<file path="src/hdl/gpio_port_pkg.sv">
// package for the gpio port block: register offsets, widths, reset values, bus carrier
// assumes a single-cycle local i/o port with byte, halfword and word accesses
package gpio_port_pkg;

  // ----------------------------------------
  // geometry
  // ----------------------------------------
  localparam int          NUM_PINS      = 18;
  localparam int          PORT_BITS     = 32;
  localparam int          ADDR_BITS     = 14;

  // ----------------------------------------
  // register offsets (byte addresses)
  // ----------------------------------------
  localparam logic [13:0] OFS_BYTE_BASE = 14'h0000;
  localparam logic [13:0] OFS_BYTE_LAST = 14'h0012;
  localparam logic [13:0] OFS_WORD_BASE = 14'h1000;
  localparam logic [13:0] OFS_WORD_LAST = 14'h1048;
  localparam logic [13:0] OFS_DIR       = 14'h2000;
  localparam logic [13:0] OFS_MASK      = 14'h2080;
  localparam logic [13:0] OFS_PIN       = 14'h2100;
  localparam logic [13:0] OFS_MPIN      = 14'h2180;
  localparam logic [13:0] OFS_SET       = 14'h2200;
  localparam logic [13:0] OFS_CLR       = 14'h2280;
  localparam logic [13:0] OFS_NOT       = 14'h2300;

  // ----------------------------------------
  // field positions and reset values
  // ----------------------------------------
  localparam int          PIN_BIT_POS   = 0;
  localparam logic [31:0] RST_DIR       = 32'h0000_0000;
  localparam logic [31:0] RST_MASK      = 32'h0000_0000;
  localparam logic [31:0] RST_OUT       = 32'h0000_0000;
  localparam logic [31:0] RST_RDATA     = 32'h0000_0000;

  // access size codes
  localparam logic [1:0]  SIZE_BYTE     = 2'h0;
  localparam logic [1:0]  SIZE_HALF     = 2'h1;
  localparam logic [1:0]  SIZE_WORD     = 2'h2;

  // one request on the local i/o port
  typedef struct packed {
    logic        sel;
    logic        write;
    logic [1:0]  size;
    logic [13:0] addr;
    logic [31:0] wdata;
  } io_req_s;

endpackage : gpio_port_pkg

</file>
<file path="src/hdl/gpio_port.sv">
// gpio port pin registers: byte, word, direction, mask, pin, masked pin, set, clear, toggle
// assumes the core's local i/o port presents one request per cycle and takes read data
// on the next edge; clkEn is the bus clock gate bit driven by the system control block
//
// What this block does
// - byte register bit 0 reads pin level whatever direction or mask, zero in analog mode
// - pins in analog mode read zero through byte and word registers
// - byte register write loads bit 0 into the pin output bit
// - byte register bits 7:1 read zero, writes to them ignored
// - one byte register per pin at 0x0000..0x0012, lanes per access size
// - word registers from 0x1000 read all zeros or all ones by pin level
// - word register write: zero clears output bit, nonzero sets it
// - every register takes byte, halfword and word accesses at natural width
// - every access completes in one clock cycle without wait states
// - after reset all pins are inputs, direction register is zero
// - direction bit one makes pin output, zero input, bits 17:0
// - port pin register at 0x2100, masked pin register at 0x2180
// - port pin register writes load output bits ignoring mask
// - mask zero enables masked access, one blocks writes and zeroes reads
// - masked read is pins and not mask, masked write only unmasked bits
// - 0x2200 sets output bits on write, reads output bits, resets zero
// - pin level registers reset to zero in the synchroniser, then follow the pins
// - port-wide registers laid out for 32 pins, unbonded positions reserved; byte and word areas stop at 0x0012 and 0x1048
`timescale 1ns/1ps
module gpio_port
  import gpio_port_pkg::*;
#(
  parameter int NPINS = NUM_PINS
)(
  // clock, reset, bus clock gate
  input  wire logic             ref_clk,
  input  wire logic             rstn,
  input  wire logic             clkEn,
  // local i/o port
  input  wire io_req_s          ioReq,
  output logic      [31:0]      ioRdata,
  // pads
  input  wire logic [NPINS-1:0] padIn,
  input  wire logic [NPINS-1:0] analogMode,
  output logic      [NPINS-1:0] padOut,
  output logic      [NPINS-1:0] padOe
);

  // ----------------------------------------
  // state
  // ----------------------------------------
  logic [31:0]      dir_r;
  logic [31:0]      mask_r;
  logic [31:0]      out_r;
  logic [31:0]      out_nxt;
  logic [31:0]      rdata_nxt;
  logic [NPINS-1:0] pinSync;
  logic [31:0]      pinLvl;
  logic [3:0]       laneEn;
  logic [31:0]      laneMask;
  logic [13:0]      wordAddr;
  logic             wr;

  // ----------------------------------------
  // pin sampling
  // ----------------------------------------
  // levels follow pins
  pin_sync #(
    .WIDTH   (NPINS)
  ) u_sync (
    .ref_clk (ref_clk),
    .rstn    (rstn),
    .clkEn   (clkEn),
    .asyncIn (padIn),
    .syncOut (pinSync)
  );

  // analog pins read as zero; unbonded positions read zero
  // analog reads zero
  always_comb
  begin
    pinLvl = '0;
    pinLvl[NPINS-1:0] = pinSync & ~analogMode;
  end

  // ----------------------------------------
  // byte lanes
  // ----------------------------------------
  // natural width lanes
  always_comb
  begin
    if (ioReq.size == SIZE_BYTE)
      laneEn = 4'h1 << ioReq.addr[1:0];
    else if (ioReq.size == SIZE_HALF)
      laneEn = ioReq.addr[1] ? 4'hc : 4'h3;
    else
      laneEn = 4'hf;
  end

  always_comb
  begin
    laneMask = {{8{laneEn[3]}}, {8{laneEn[2]}}, {8{laneEn[1]}}, {8{laneEn[0]}}};
  end

  assign wordAddr = {ioReq.addr[13:2], 2'h0};
  assign wr       = ioReq.sel && ioReq.write;

  // ----------------------------------------
  // output bit next value
  // ----------------------------------------
  // write data sits in its lane; a narrower write touches only its lanes
  always_comb
  begin
    out_nxt = out_r;
    if (wr)
    begin
      if (wordAddr <= OFS_BYTE_LAST)
      begin
        for (int l = 0; l < 4; l++)
          if (laneEn[l])
            out_nxt[{wordAddr[4:0] + 5'(l)}] = ioReq.wdata[8*l + PIN_BIT_POS];
      end
      else if (wordAddr >= OFS_WORD_BASE && wordAddr <= OFS_WORD_LAST)
      begin
        out_nxt[wordAddr[6:2]] = |(ioReq.wdata & laneMask);
      end
      else if (wordAddr == OFS_PIN)
      begin
        out_nxt = (out_r & ~laneMask) | (ioReq.wdata & laneMask);
      end
      else if (wordAddr == OFS_MPIN)
      begin
        out_nxt = (out_r & ~(laneMask & ~mask_r)) | (ioReq.wdata & laneMask & ~mask_r);
      end
      else if (wordAddr == OFS_SET)
      begin
        out_nxt = out_r | (ioReq.wdata & laneMask);
      end
      else if (wordAddr == OFS_CLR)
      begin
        out_nxt = out_r & ~(ioReq.wdata & laneMask);
      end
      else if (wordAddr == OFS_NOT)
      begin
        out_nxt = out_r ^ (ioReq.wdata & laneMask);
      end
    end
  end

  // output bits; all 32 kept so reserved positions can be written (unbonded pads)
  // 32-bit layout
  always_ff @(posedge ref_clk or negedge rstn)
  begin
    if (!rstn)
      out_r <= RST_OUT;
    else if (clkEn)
      out_r <= out_nxt;
  end

  // direction register, partial writes by lane
  // reset to inputs
  always_ff @(posedge ref_clk or negedge rstn)
  begin
    if (!rstn)
      dir_r <= RST_DIR;
    else if (clkEn && wr && wordAddr == OFS_DIR)
      dir_r <= (dir_r & ~laneMask) | (ioReq.wdata & laneMask);
  end

  // mask register
  always_ff @(posedge ref_clk or negedge rstn)
  begin
    if (!rstn)
      mask_r <= RST_MASK;
    else if (clkEn && wr && wordAddr == OFS_MASK)
      mask_r <= (mask_r & ~laneMask) | (ioReq.wdata & laneMask);
  end

  // ----------------------------------------
  // read path
  // ----------------------------------------
  // data is placed in full word position; the core picks its lanes
  always_comb
  begin
    rdata_nxt = RST_RDATA;
    if (wordAddr <= OFS_BYTE_LAST)
    begin
      for (int l = 0; l < 4; l++)
        rdata_nxt[8*l + PIN_BIT_POS] = pinLvl[{wordAddr[4:0] + 5'(l)}];
    end
    else if (wordAddr >= OFS_WORD_BASE && wordAddr <= OFS_WORD_LAST)
    begin
      rdata_nxt = {32{pinLvl[wordAddr[6:2]]}};
    end
    else if (wordAddr == OFS_DIR)
      rdata_nxt = dir_r;
    else if (wordAddr == OFS_MASK)
      rdata_nxt = mask_r;
    else if (wordAddr == OFS_PIN)
      rdata_nxt = pinLvl;
    else if (wordAddr == OFS_MPIN)
      rdata_nxt = pinLvl & ~mask_r;
    else if (wordAddr == OFS_SET)
      rdata_nxt = out_r;
    rdata_nxt = rdata_nxt & laneMask;
  end

  // read data registered; answer at the next edge, no wait state
  // single cycle
  always_ff @(posedge ref_clk or negedge rstn)
  begin
    if (!rstn)
      ioRdata <= RST_RDATA;
    else if (clkEn)
      ioRdata <= (ioReq.sel && !ioReq.write) ? rdata_nxt : RST_RDATA;
  end

  // ----------------------------------------
  // pads
  // ----------------------------------------
  // direction one drives
  always_ff @(posedge ref_clk or negedge rstn)
  begin
    if (!rstn)
    begin
      padOut <= '0;
      padOe  <= '0;
    end
    else if (clkEn)
    begin
      padOut <= out_nxt[NPINS-1:0];
      padOe  <= dir_r[NPINS-1:0];
    end
  end

endmodule : gpio_port

</file>
<file path="src/hdl/pin_sync.sv">
// two-stage synchroniser for the pad levels
// assumes pads are asynchronous to ref_clk
`timescale 1ns/1ps
module pin_sync
  import gpio_port_pkg::*;
#(
  parameter int WIDTH = 18
)(
  // clock and reset
  input  wire logic             ref_clk,
  input  wire logic             rstn,
  input  wire logic             clkEn,
  // levels
  input  wire logic [WIDTH-1:0] asyncIn,
  output logic      [WIDTH-1:0] syncOut
);

  logic [WIDTH-1:0] meta_r;

  // first stage feeds only the second
  always_ff @(posedge ref_clk or negedge rstn)
  begin
    if (!rstn)
    begin
      meta_r  <= '0;
      syncOut <= '0;
    end
    else if (clkEn)
    begin
      meta_r  <= asyncIn;
      syncOut <= meta_r;
    end
  end

endmodule : pin_sync

</file>
<file path="config.mk">
export PLATFORM = sky130hd
export DESIGN_NAME = gpio_port
export DESIGN_NICKNAME = d
export VERILOG_FILES = /design/src/hdl/gpio_port_pkg.sv /design/src/hdl/gpio_port.sv /design/src/hdl/pin_sync.sv
export SDC_FILE = /design/constraint.sdc
export NUM_CORES = 1
export LEC_CHECK = 0
export ABC_AREA = 0
export BUFFER_PORTS_ARGS = -buffer_cell sky130_fd_sc_hd__buf_4
export CAP_MARGIN = 5
export CORE_ASPECT_RATIO = 1.4
export CORE_MARGIN = 4
export CORE_UTILIZATION = 50
export CTS_BUF_LIST = sky130_fd_sc_hd__clkbuf_2 sky130_fd_sc_hd__clkbuf_4 sky130_fd_sc_hd__clkbuf_8
export DETAILED_ROUTE_END_ITERATION = 10
export PLACE_DENSITY = 0.82
export SYNTH_ARGS = -nofsm -noshare
export SYNTH_HDL_FRONTEND = slang
export SYNTH_SLANG_ARGS = --single-unit
</file>
<file path="constraint.sdc">
create_clock -name ref_clk -period 2.28 [get_ports ref_clk]
set_input_delay 0.456 -clock ref_clk [delete_from_list [all_inputs] [get_ports ref_clk]]
set_output_delay 0.456 -clock ref_clk [all_outputs]
set_load 0.05 [all_outputs]
</file>
# Word-level counts from Yosys, hierarchy flattened
# Index checks and enable logic that the tools add are counted.
[word_totals] regBits=182 output_inout_bits=68 wordCells=132
[op_classes] n_addsub=3 order_cmp=13 eq_ne=8 n_shift=1 mux=61 bitwise=22 reduce_logical=16
[ops] operator="$mux W32" n=24
[ops] operator="$and A32 B32 Y32" n=9
[ops] operator="$bwmux W32" n=5
[ops] operator="$or A32 B32 Y32" n=5
[ops] operator="$not A32 Y32" n=4
[ops] operator="$eq A12 B12 Y1 const B" n=7
[ops] operator="$and A18 B32 Y32" n=1
[ops] operator="$reduce_or A32 Y1" n=1
[ops] operator="$xor A32 B32 Y32" n=1
[ops] operator="$lt A5 B6 Y1 const B" n=5
[ops] operator="$mux W7" n=4
[ops] operator="$ge A5 B1 Y1 const B" n=5
[ops] operator="$bmux W1 S5" n=4
[ops] operator="$demux W1 S5" n=4
[ops] operator="$and A18 B18 Y18" n=1
[ops] operator="$mux W18" n=1
[ops] operator="$not A18 Y18" n=1
[ops] operator="$ge A14 B13 Y1 const B" n=1
[ops] operator="$le A14 B13 Y1 const B" n=1
[ops] operator="$le A14 B5 Y1 const B" n=1
[ops] operator="$mux W1" n=14
[ops] operator="$mux W4" n=3
[ops] operator="$logic_and A1 B1 Y1" n=11
[ops] operator="$add A5 B2 Y5 const B" n=2
[ops] operator="other kinds (9)" n=9

# Depth between registers and ports, before layout
# Gate-level depths: netlist of run 1.
[logic_depth] ltp_word=20 depth_mapped=13

# Cells and area by module
# Synthesis of run 1 repeated with hierarchy kept, for this count alone.
[hier_totals] hier_cells=1342 area_unflattened_um2=12595.8
[by_module_without_submodules] module="gpio_port" instances=1 cells_each=1266 area_per_inst_um2=11105.7 seq_area_each_um2=3653.5
[by_module_without_submodules] module="pin_sync" instances=1 cells_each=76 area_per_inst_um2=1490.2 seq_area_each_um2=900.9

# Worst setup path before layout of run 1
# OpenSTA, ideal clock, no wires.
[synth_timing] kind="input -> register" startpoint="in ioReq[33] (netlist bit)" endpoint="reg (tool-made name)" arrival_ns=2.734 path_slack_ns=-0.598 cell_stages=13 path_buffers=2 path_cell_list="clkbuf_1 clkinv_1 o21ai_1 clkbuf_1 nand2_1 ha_1 nand2_1 o21ai_0 mux2i_1 nor2_1 a2111o_1 a31oi_1 a31oi_1"
[synth_lines] item="start: declaration" line_no="gpio_port.sv:35" rtl="input wire io_req_s ioReq,"

==> results of run 1 <==
[repair_timing]
item	in CTS	in global routing
hold buffers	1	0
endpoints found under the hold margin	22	0
resized for setup	0	4
endpoints found under the setup margin	0	14
[stage by stage]
step	setup TNS [ns]	instances
2_1_floorplan	-11.19	1315
3_3_place_gp	-39.80	1941
3_5_place_dp	-43.70	1941
4_1_cts	0	1974
5_1_grt	0	1974
6_report	0	1974
[where the power goes]
| part | leakage [nW] | switching [W] | total [W] | internal (W) |
|---|---|---|---|---|
| sequential | 2.42 | 0.0000801 | 0.00341 | 0.00333 |
| clock | 0.199 | 0.00146 | 0.00228 | 0.000820 |
| combinational | 4.89 | 0.000812 | 0.00147 | 0.000653 |
| total | 7.50 | 0.00235 | 0.00715 | 0.00480 |
[cells in the mapped netlist, drive strengths merged, types with 3 or more instances]
library cell / n
nor3b: 4
o221ai: 8
and2: 3
nor3: 33
o31ai: 6
nor2b: 10
a21oi: 72
and3: 6
o21a: 9
mux4: 3
a311oi: 3
a22oi: 41
o2111ai: 7
o21ai: 97
nand2: 118
nor2: 96
dfrtp: 182
a31oi: 18
and3b: 4
o211ai: 30
or3: 7
a211oi: 40
o22ai: 16
nand4: 6
nand2b: 18
nand3b: 6
buf: 43
o2bb2ai: 14
nor4: 10
mux2: 132
mux2i: 15
nand3: 33
a32o: 16
clkbuf: 70
inv: 41
ha: 64
[kinds of logic after synthesis]
logic type / count (synthesis) / share of synthesized area, %
compound gates: 400 / 22.01
fa+ha+maj: 64 / 6.588
buf+inv: 156 / 5.600
flops: 182 / 37.47
mux: 150 / 14.02
simple gates: 363 / 14.31
[layout make-up]
cell class                      count  area [um^2]
Fill cell                        1959         7931
Multi-Input combinational cell    977         7102
Sequential cell                   182         4554
Timing Repair Buffer              430         3438
Tap cell                          310        387.9
Clock buffer                       17        234.0
Clock inverter                     15        165.2
Inverter                           43        162.7
[how the worst max path moves through the flow]
| stage | start | endpoint | slack [ns] |
|---|---|---|---|
| 3_3_place_gp | ioReq[44] | register | -0.51 |
| 3_5_place_dp | ioReq[44] | register | -0.51 |
| 6_report | ioReq[36] | register | 0.03 |
| 4_1_cts | ioReq[44] | register | 0.02 |
| 2_1_floorplan | ioReq[44] | register | -0.24 |
| 5_1_grt | ioReq[36] | register | 0.004 |
[layer usage]
layer | routed length [um] | vias to the layer above
met1 | 16170 | 5957
met4 | 4100 | 0
met5 | 0 | -
met2 | 22100 | 753
met3 | 3721 | 238
li1 | - | 5528
[worst max-delay path, cell delays in order]
cell and delay, ns:
buf_4 0.14, or4_4 0.59, buf_12 0.16, nor4_4 0.16
buf_4 0.22, buf_4 0.17, mux2_2 0.34, nor2_1 0.10
a211oi_1 0.06, a31oi_1 0.17, o21ai_1 0.08
==> run metrics, run 1 <==
M2 GR Usage=56.28%; overall routing resource usage=33.93%; Synth area leader=dfrtp_1; gr busiest metal=met2; Overall Power=0.007152 W; Synth top area share=37.47%; pin count of the biggest net entering global routing=59; dominant cells by area after synthesis=dfrtp_1 37%, mux2_2 12%, ha_1 6.6%; final net count=1804; top-level port count=157; hold path endpoint=u_sync.meta_r[13]; Worst Hold Class=input pin to register; worst relative slew slack=52.46%; Hold Path Origin=padIn[13]; initial antenna violation count=0; FMAX=444.5 MHz; RSZ-0062 raised after global routing=no; period utilization=98.67%; FF-to-FF End=ioRdata[2]; die outline height=192.5 um; Routability Congestion=1.022; most frequent cells in the layout=411 x buf_4, 182 x dfrtp_1, 130 x mux2_2; DP HPWL=35.54 mm; final WL=46.09 mm; Worst Hold Depth=2; number of synthesized flops with an enable pin=0; CTS Buf Count=17; final hold slack=0.1801 ns; placed cell areas=15620 um^2; Layout Utilization=66.92%; die span in x=139.8 um; Clock Sinks=182; reg2reg path depth=8; ANT cells=0; syn_nets=1468; Via density=6.320; Worst Path Arrival=2.65 ns; Pins Over Slew Limit=0; Max VDD drop=0.4734 mV; pwr dens=445.8 nW/um^2; worst r2r src=u_sync.syncOut[2]; GR Layer Usage met3=6.371%; vias post-DR=12480; final hold vios=0; H-tree levels=4; first-pass GRT wire length=71.10 mm; Unique masters post-synth=70; WL/cell=23.35 um; ys async rst share=100.0%; DRT antenna net count=0; Post-CTS Setup Repair Bufs=0; clk slew on worst S/H paths=0.11 ns; Clock Skews=0.01910 ns; crit start category=input pin; Setup-failing EPs final=0; core box area=23980 um^2; register area share after synthesis=37.47%; Buffers on Ports=156; number of remaining DRC errors=0; area delta synth->final=32.01%; Final WS setup=0.03024 ns; Post-Syn Area per Cell=9.243 um^2; ratio of cells with drive above 1 in the final layout=37.98%; Tmin final=2.250 ns; worst path required time=2.68 ns; Skew-Pair Late Insertion Delay=0.51 ns; Max-Cap Viols=0; initial core utilization=50.69%; Cell Area, Synth=12150 um^2; Root Driver=clkbuf_8; FP Rows=67; DR pass1 iterations=5; Gate Count Post-Synth=1315; clock tree buffer depth=2; vias in the first global route=12740; ys flop type=dfrtp_1; most common cell after layout, fill and taps aside=buf_4; CP endpoint kind=register; FF-to-FF setup slack=0.13 ns; FF+latch count, synth=182; CP Class=input pin to register; outcome=completed; Remaining Overflow, GRT=0; P_leak=7.505 nW; Worst Path Max Fanout=8; YS warnings=0; actual slew at the worst max-slew pin=0.7131 ns; GR Util met1=38.50%; Die ar.=26900 um^2; 1st-iter DRT viols=1331; TritonCTS clock tree=built; Setup WS pre-CTS=-0.5072 ns; Post-Layout Inst Area=16040 um^2
Note: power is estimated with default switching activity, not from simulation.
==> inputs of run 2 (changes only) <==
==> constraint.sdc (replaced) <==
create_clock -name ref_clk -period 2.7 [get_ports ref_clk]
set_input_delay 0.54 -clock ref_clk [delete_from_list [all_inputs] [get_ports ref_clk]]
set_output_delay 0.54 -clock ref_clk [all_outputs]
set_load 0.05 [all_outputs]
==> run metrics, run 2 (synthesis results as in run 1) <==
most used cell, CP=buf_4 (unchanged); top-level port count=157 (unchanged); ratio of cells with drive above 1 in the final layout=32.93% (was 37.98%); final WL=45.73 mm (was 46.09 mm); CP Class=input pin to register (unchanged); DRT antenna net count=0 (unchanged); crit-path cells=buf_4 -> buf_12 -> nor4_2 -> nand3_1 -> o32ai_2 -> buf_4 -> o211ai_1 -> or3_1 -> a311oi_1 -> a21oi_1 (was buf_4 -> or4_4 -> buf_12 -> nor4_4 -> buf_4 -> buf_4 -> mux2_2 -> nor2_1 -> a211oi_1 -> a31oi_1 -> o21ai_1); Worst Hold Class=input pin to async pin (was input pin to register); slowest CP cell=or3_1 (was or4_4); delay of the slowest cell on the worst path=0.49 ns (was 0.59 ns); die span in x=139.8 um (unchanged); worst relative slew slack=51.67% (was 52.46%); Clock Sinks=182 (unchanged); clk slew on worst S/H paths=0.11 ns (about the same); most frequent cells in the layout=306 x buf_4, 182 x dfrtp_1, 132 x mux2_2 (was 411 x buf_4, 182 x dfrtp_1, 130 x mux2_2); Via density=6.431 (was 6.320); pwr dens=393.5 nW/um^2 (was 445.8 nW/um^2); clock tree buffer depth=2 (unchanged); Final WS setup=0.1965 ns (was 0.03024 ns); P_leak=6.969 nW (was 7.505 nW); outcome=completed (unchanged); CTS resizes=0 (unchanged); H-tree levels=4 (unchanged); final net count=1698 (was 1804); Tmin final=2.503 ns; 1st-iter DRT viols=1282 (was 1331); Skew-Pair Late Insertion Delay=0.50 ns (was 0.51 ns); core box area=23980 um^2 (unchanged); overall routing resource usage=33.58% (was 33.93%); period utilization=92.72%; number of remaining DRC errors=0 (unchanged); vias in the first global route=12020 (was 12740); CTS Buf Count=17 (unchanged); hold_buf cts=0 (was 1); first-pass GRT wire length=69.22 mm (was 71.10 mm); Buffers on Ports=156 (unchanged); DR pass1 iterations=6 (was 5); CP endpoint kind=register (unchanged); die outline height=192.5 um (unchanged); Max-Cap Viols=0 (unchanged); RSZ-0062 raised after global routing=yes (was no); FP Rows=67 (unchanged); TritonCTS clock tree=built (unchanged); crit start category=input pin (unchanged); Die ar.=26900 um^2 (unchanged); Routability Congestion=1.042 (was 1.022); initial antenna violation count=0 (unchanged); initial core utilization=50.69% (unchanged); worst path required time=3.07 ns (was 2.68 ns); most common cell after layout, fill and taps aside=buf_4 (unchanged); pin count of the biggest net entering global routing=92 (was 59); WL/cell=24.47 um (was 23.35 um); Worst Path Arrival=2.87 ns (was 2.65 ns); actual slew at the worst max-slew pin=0.7249 ns (was 0.7131 ns); Post-CTS Setup Repair Bufs=0 (unchanged); Setup WS pre-CTS=-0.3148 ns (was -0.5072 ns); Pins Over Slew Limit=0 (unchanged); vias post-DR=12020 (was 12480); Max VDD drop=0.3609 mV (was 0.4734 mV); FMAX=399.4 MHz; area delta synth->final=24.54% (was 32.01%); Root Driver=clkbuf_8 (unchanged); final hold vios=0 (unchanged); DP HPWL=35.15 mm (was 35.54 mm); Layout Utilization=63.14% (was 66.92%); Remaining Overflow, GRT=0 (unchanged); Setup-failing EPs final=0 (unchanged); Worst Path Max Fanout=20 (was 8); Clock Skews=0.01226 ns (was 0.01910 ns)
run 2: changes by cell type in the layout (fill, tap and decap cells not counted), moves of 3 or more:
cell     previous run  this run
o21ai_0            86        93
o21ai_1             9         2
buf_4             411       306
nand3_1            28        31
run 2: per-stage QoR:
stage / area, um^2 / hold WS [ns] / std cells / power (W) / setup TNS [ns]
global placement: 14720 / 0.4737 / 1836 / 0.003992 / -9.518
finish: 15140 / 0.05559 / 1869 / 0.005957 / 0
floorplan: 12180 / 0.2444 / 1315 / 0.003475 / 0
global route: 15130 / 0.09381 / 1868 / 0.006174 / -0.01316
detailed placement: 14720 / 0.4820 / 1836 / 0.004027 / -12.85
CTS: 15120 / 0.06972 / 1868 / 0.005944 / 0
run 2: final timing paths:
path | from | end | slack, ns | cells past startpoint
worst max register to register | u_sync.syncOut[2] | ioRdata[15] | 0.22 | 7
max in group asynchronous | rstn | async pin | 1.91 | 2
worst max-delay path | ioReq[36] | register | 0.20 | 10
worst min-delay path | rstn | ioRdata[28] | 0.06 | 1
worst min register to register | ioRdata[12] | ioRdata[12] | 0.51 | 1
min in group ref_clk | padIn[2] | u_sync.meta_r[2] | 0.27 | 2
run 2: worst max-delay path, delay by kind of cell:
| family | cells | cell delay [ns] |
|---|---|---|
| AND/OR/NAND/NOR | 3 | 1.08 |
| AO/OA/AOI/OAI | 4 | 0.79 |
| buffers and inverters | 3 | 0.46 |
run 2: layer usage:
| layer | up-vias | share of wire (%) | track usage [%] |
|---|---|---|---|
| met1 | 5700 | 34 | 36.21 |
| met4 | 0 | 10 | 28.04 |
| met3 | 274 | 7.8 | 6.123 |
| met5 | - | 0 | 0 |
| li1 | 5314 | - | - |
| met2 | 732 | 48 | 57.10 |
run 2: area by class of cell:
class	instances	area [um^2]
sequential	182	4554
antenna	1	2.502
inverter	43	162.7
clock inverter	14	161.4
fill	1977	8838
multi-input combinational	977	6972
timing repair buffer	324	2649
clock buffer	18	247.7
tap	310	387.9
run 2: power by group:
group | switching [W] | internal, W
sequential | 0.0000732 | 0.00281
combinational | 0.000661 | 0.000461
clock | 0.00116 | 0.000797
total | 0.00189 | 0.00406
==> inputs of run 3 (changes only) <==
==> constraint.sdc (replaced) <==
create_clock -name ref_clk -period 3.2 [get_ports ref_clk]
set_input_delay 0.64 -clock ref_clk [delete_from_list [all_inputs] [get_ports ref_clk]]
set_output_delay 0.64 -clock ref_clk [all_outputs]
set_load 0.05 [all_outputs]
==> run metrics, run 3 (synthesis results as in run 1) <==
outcome=completed (unchanged); Comb pwr share=17.7% (was 18.8%); final hold vios=0 (unchanged); period utilization=94.76%; Clk network pwr share=34.1% (was 32.8%); FF-to-FF setup slack=0.19 ns (was 0.22 ns); Routability Congestion=1.099 (was 1.042); Worst Hold Class=input pin to async pin (unchanged); Reg power frac=48.2% (was 48.4%); FF-to-FF End=ioRdata[6] (was ioRdata[15]); Post-CTS Setup Repair Bufs=0 (unchanged); Remaining Overflow, GRT=0 (unchanged); Clock Skews=0.02159 ns (was 0.01226 ns); Final WS setup=0.1678 ns (was 0.1965 ns); CP Class=input pin to register (unchanged); Clock Sinks=182 (unchanged); vias in the first global route=11780 (was 12020); worst path required time=3.62 ns (was 3.07 ns); Non-Filler Instances=1800 (was 1869); crit start category=input pin (unchanged); Max-Cap Viols=0 (unchanged); CTS Buf Count=17 (unchanged); final WL=44.19 mm (was 45.73 mm); FMAX=329.8 MHz; initial core utilization=50.69% (unchanged); pin count of the biggest net entering global routing=65 (was 92); DP HPWL=32.94 mm (was 35.15 mm); CTS resizes=0 (unchanged); Tmin final=3.032 ns; H-tree levels=4 (unchanged); CP endpoint kind=register (unchanged); worst r2r src=u_sync.syncOut[3] (was u_sync.syncOut[2]); placed cell areas=14050 um^2 (was 14720 um^2); Setup WS pre-CTS=-0.2846 ns (was -0.3148 ns); internal power=0.003405 W (was 0.004065 W); vias post-DR=11830 (was 12020); overall routing resource usage=32.55% (was 33.58%); die outline height=192.5 um (unchanged); switching share of power=32.36% (was 31.76%); Layout fillers=2065 (was 1977); Via density=6.571 (was 6.431); FP Rows=67 (unchanged); Setup-failing EPs final=0 (unchanged); most frequent cells in the layout=249 x buf_4, 182 x dfrtp_1, 132 x mux2_2 (was 306 x buf_4, 182 x dfrtp_1, 132 x mux2_2); P_leak=6.593 nW (was 6.969 nW); Cells after DPL=1768 (was 1836); Skew-Pair Late Insertion Delay=0.52 ns (was 0.50 ns); pwr dens=347.8 nW/um^2 (was 393.5 nW/um^2); DRT antenna net count=0 (unchanged); Pins Over Slew Limit=0 (unchanged); final net count=1630 (was 1698); setup_tns=0 ns (unchanged); Root Driver=clkbuf_8 (unchanged); most common cell after layout, fill and taps aside=buf_4 (unchanged); top-level port count=157 (unchanged); Buffers on Ports=156 (unchanged); reg2reg path depth=7 (unchanged); Post-Layout Inst Area=14470 um^2 (was 15140 um^2); actual slew at the worst max-slew pin=1.138 ns (was 0.7249 ns); number of remaining DRC errors=0 (unchanged); Max VDD drop=0.2622 mV (was 0.3609 mV); TritonCTS clock tree=built (unchanged); ratio of cells with drive above 1 in the final layout=29.53% (was 32.93%); ANT cells=0 (was 1); clk slew on worst S/H paths=0.11 ns (about the same); hold_buf cts=0 (unchanged); Worst Path Max Fanout=20 (unchanged); RSZ-0062 raised after global routing=no (was yes); first-pass GRT wire length=67.39 mm (was 69.22 mm); Net Sw Power=0.001629 W (was 0.001892 W); Worst Path Arrival=3.45 ns (was 2.87 ns); worst relative slew slack=23.53% (was 51.67%); WL/cell=24.55 um (was 24.47 um); Die ar.=26900 um^2 (unchanged); die span in x=139.8 um (unchanged); 1st-iter DRT viols=1274 (was 1282); DR pass1 iterations=7 (was 6); initial antenna violation count=1 (was 0); final hold slack=0.1108 ns (was 0.05559 ns); clock tree buffer depth=2 (unchanged); area delta synth->final=19.09% (was 24.54%); core box area=23980 um^2 (unchanged)
-- run 3: cell count changes in the layout (fill, tap and decap cells not counted), moves of 2 or more --
cell and delta:
inv_8 +5, inv_12 +2, clkinv_8 -2, buf_12 -11, inv_6 -2, nand3_2 -2, nand3_1 +2, clkinv_2 -3
buf_4 -57, o21ai_1 +2
-- run 3: per-stage QoR --
stage               utilization (%)  power, W
floorplan                         -  0.002928
global placement              58.61  0.003315
detailed placement            58.61  0.003343
CTS                           60.37  0.005038
global route                  60.37  0.005238
finish                        60.37  0.005035
-- run 3: worst max path at each step --
| stage | slack (ns) | cells past startpoint | to | startpoint |
|---|---|---|---|---|
| floorplan | 0.14 | 13 | register | ioReq[33] |
| global placement | -0.24 | 10 | register | ioReq[35] |
| detailed placement | -0.28 | 8 | ioRdata[15] | ioReq[36] |
| CTS | 0.21 | 7 | ioRdata[6] | u_sync.syncOut[2] |
| global route | 0.03 | 6 | ioRdata[4] | u_sync.syncOut[0] |
| finish | 0.17 | 8 | ioRdata[6] | ioReq[36] |
-- run 3: critical path: stages --
cell	delay, ns
buf_4	0.18
and3b_1	0.21
a22o_1	0.17
a221o_1	0.27
o311a_1	0.37
nor4_4	0.86
nand3_1	0.46
o2bb2ai_1	0.28
-- run 3: layer usage --
layer | wire (um) | vias up | part of all wire (%) | global-route usage [%]
met3 | 3960 | 253 | 9.0 | 7.115
met1 | 14880 | 5634 | 34 | 36.14
met4 | 4050 | 2 | 9.2 | 24.31
met2 | 21290 | 745 | 48 | 54.67
li1 | - | 5194 | - | -
met5 | 11 | - | 0.025 | 0
-- run 3: layout make-up --
cell class | instances | area, um^2 | share of cell area, %
clock buffer | 17 | 234.0 | 1.617
clock inverter | 15 | 188.9 | 1.305
timing repair buffer | 256 | 2001 | 13.82
multi-input combinational | 977 | 6947 | 47.99
tap | 310 | 387.9 | 2.680
sequential | 182 | 4554 | 31.47
inverter | 43 | 161.4 | 1.115
-- run 3: power groups by stage --
| stage | sequential, W | combinational (W) | clock (W) |
|---|---|---|---|
| after floorplan | 0.00245 | 0.000478 | 0 |
| after global placement | 0.00246 | 0.000850 | 0 |
| after detailed placement | 0.00247 | 0.000874 | 0 |
| after CTS | 0.00242 | 0.000877 | 0.00174 |
| after global routing | 0.00243 | 0.000959 | 0.00184 |
| final | 0.00243 | 0.000892 | 0.00172 |
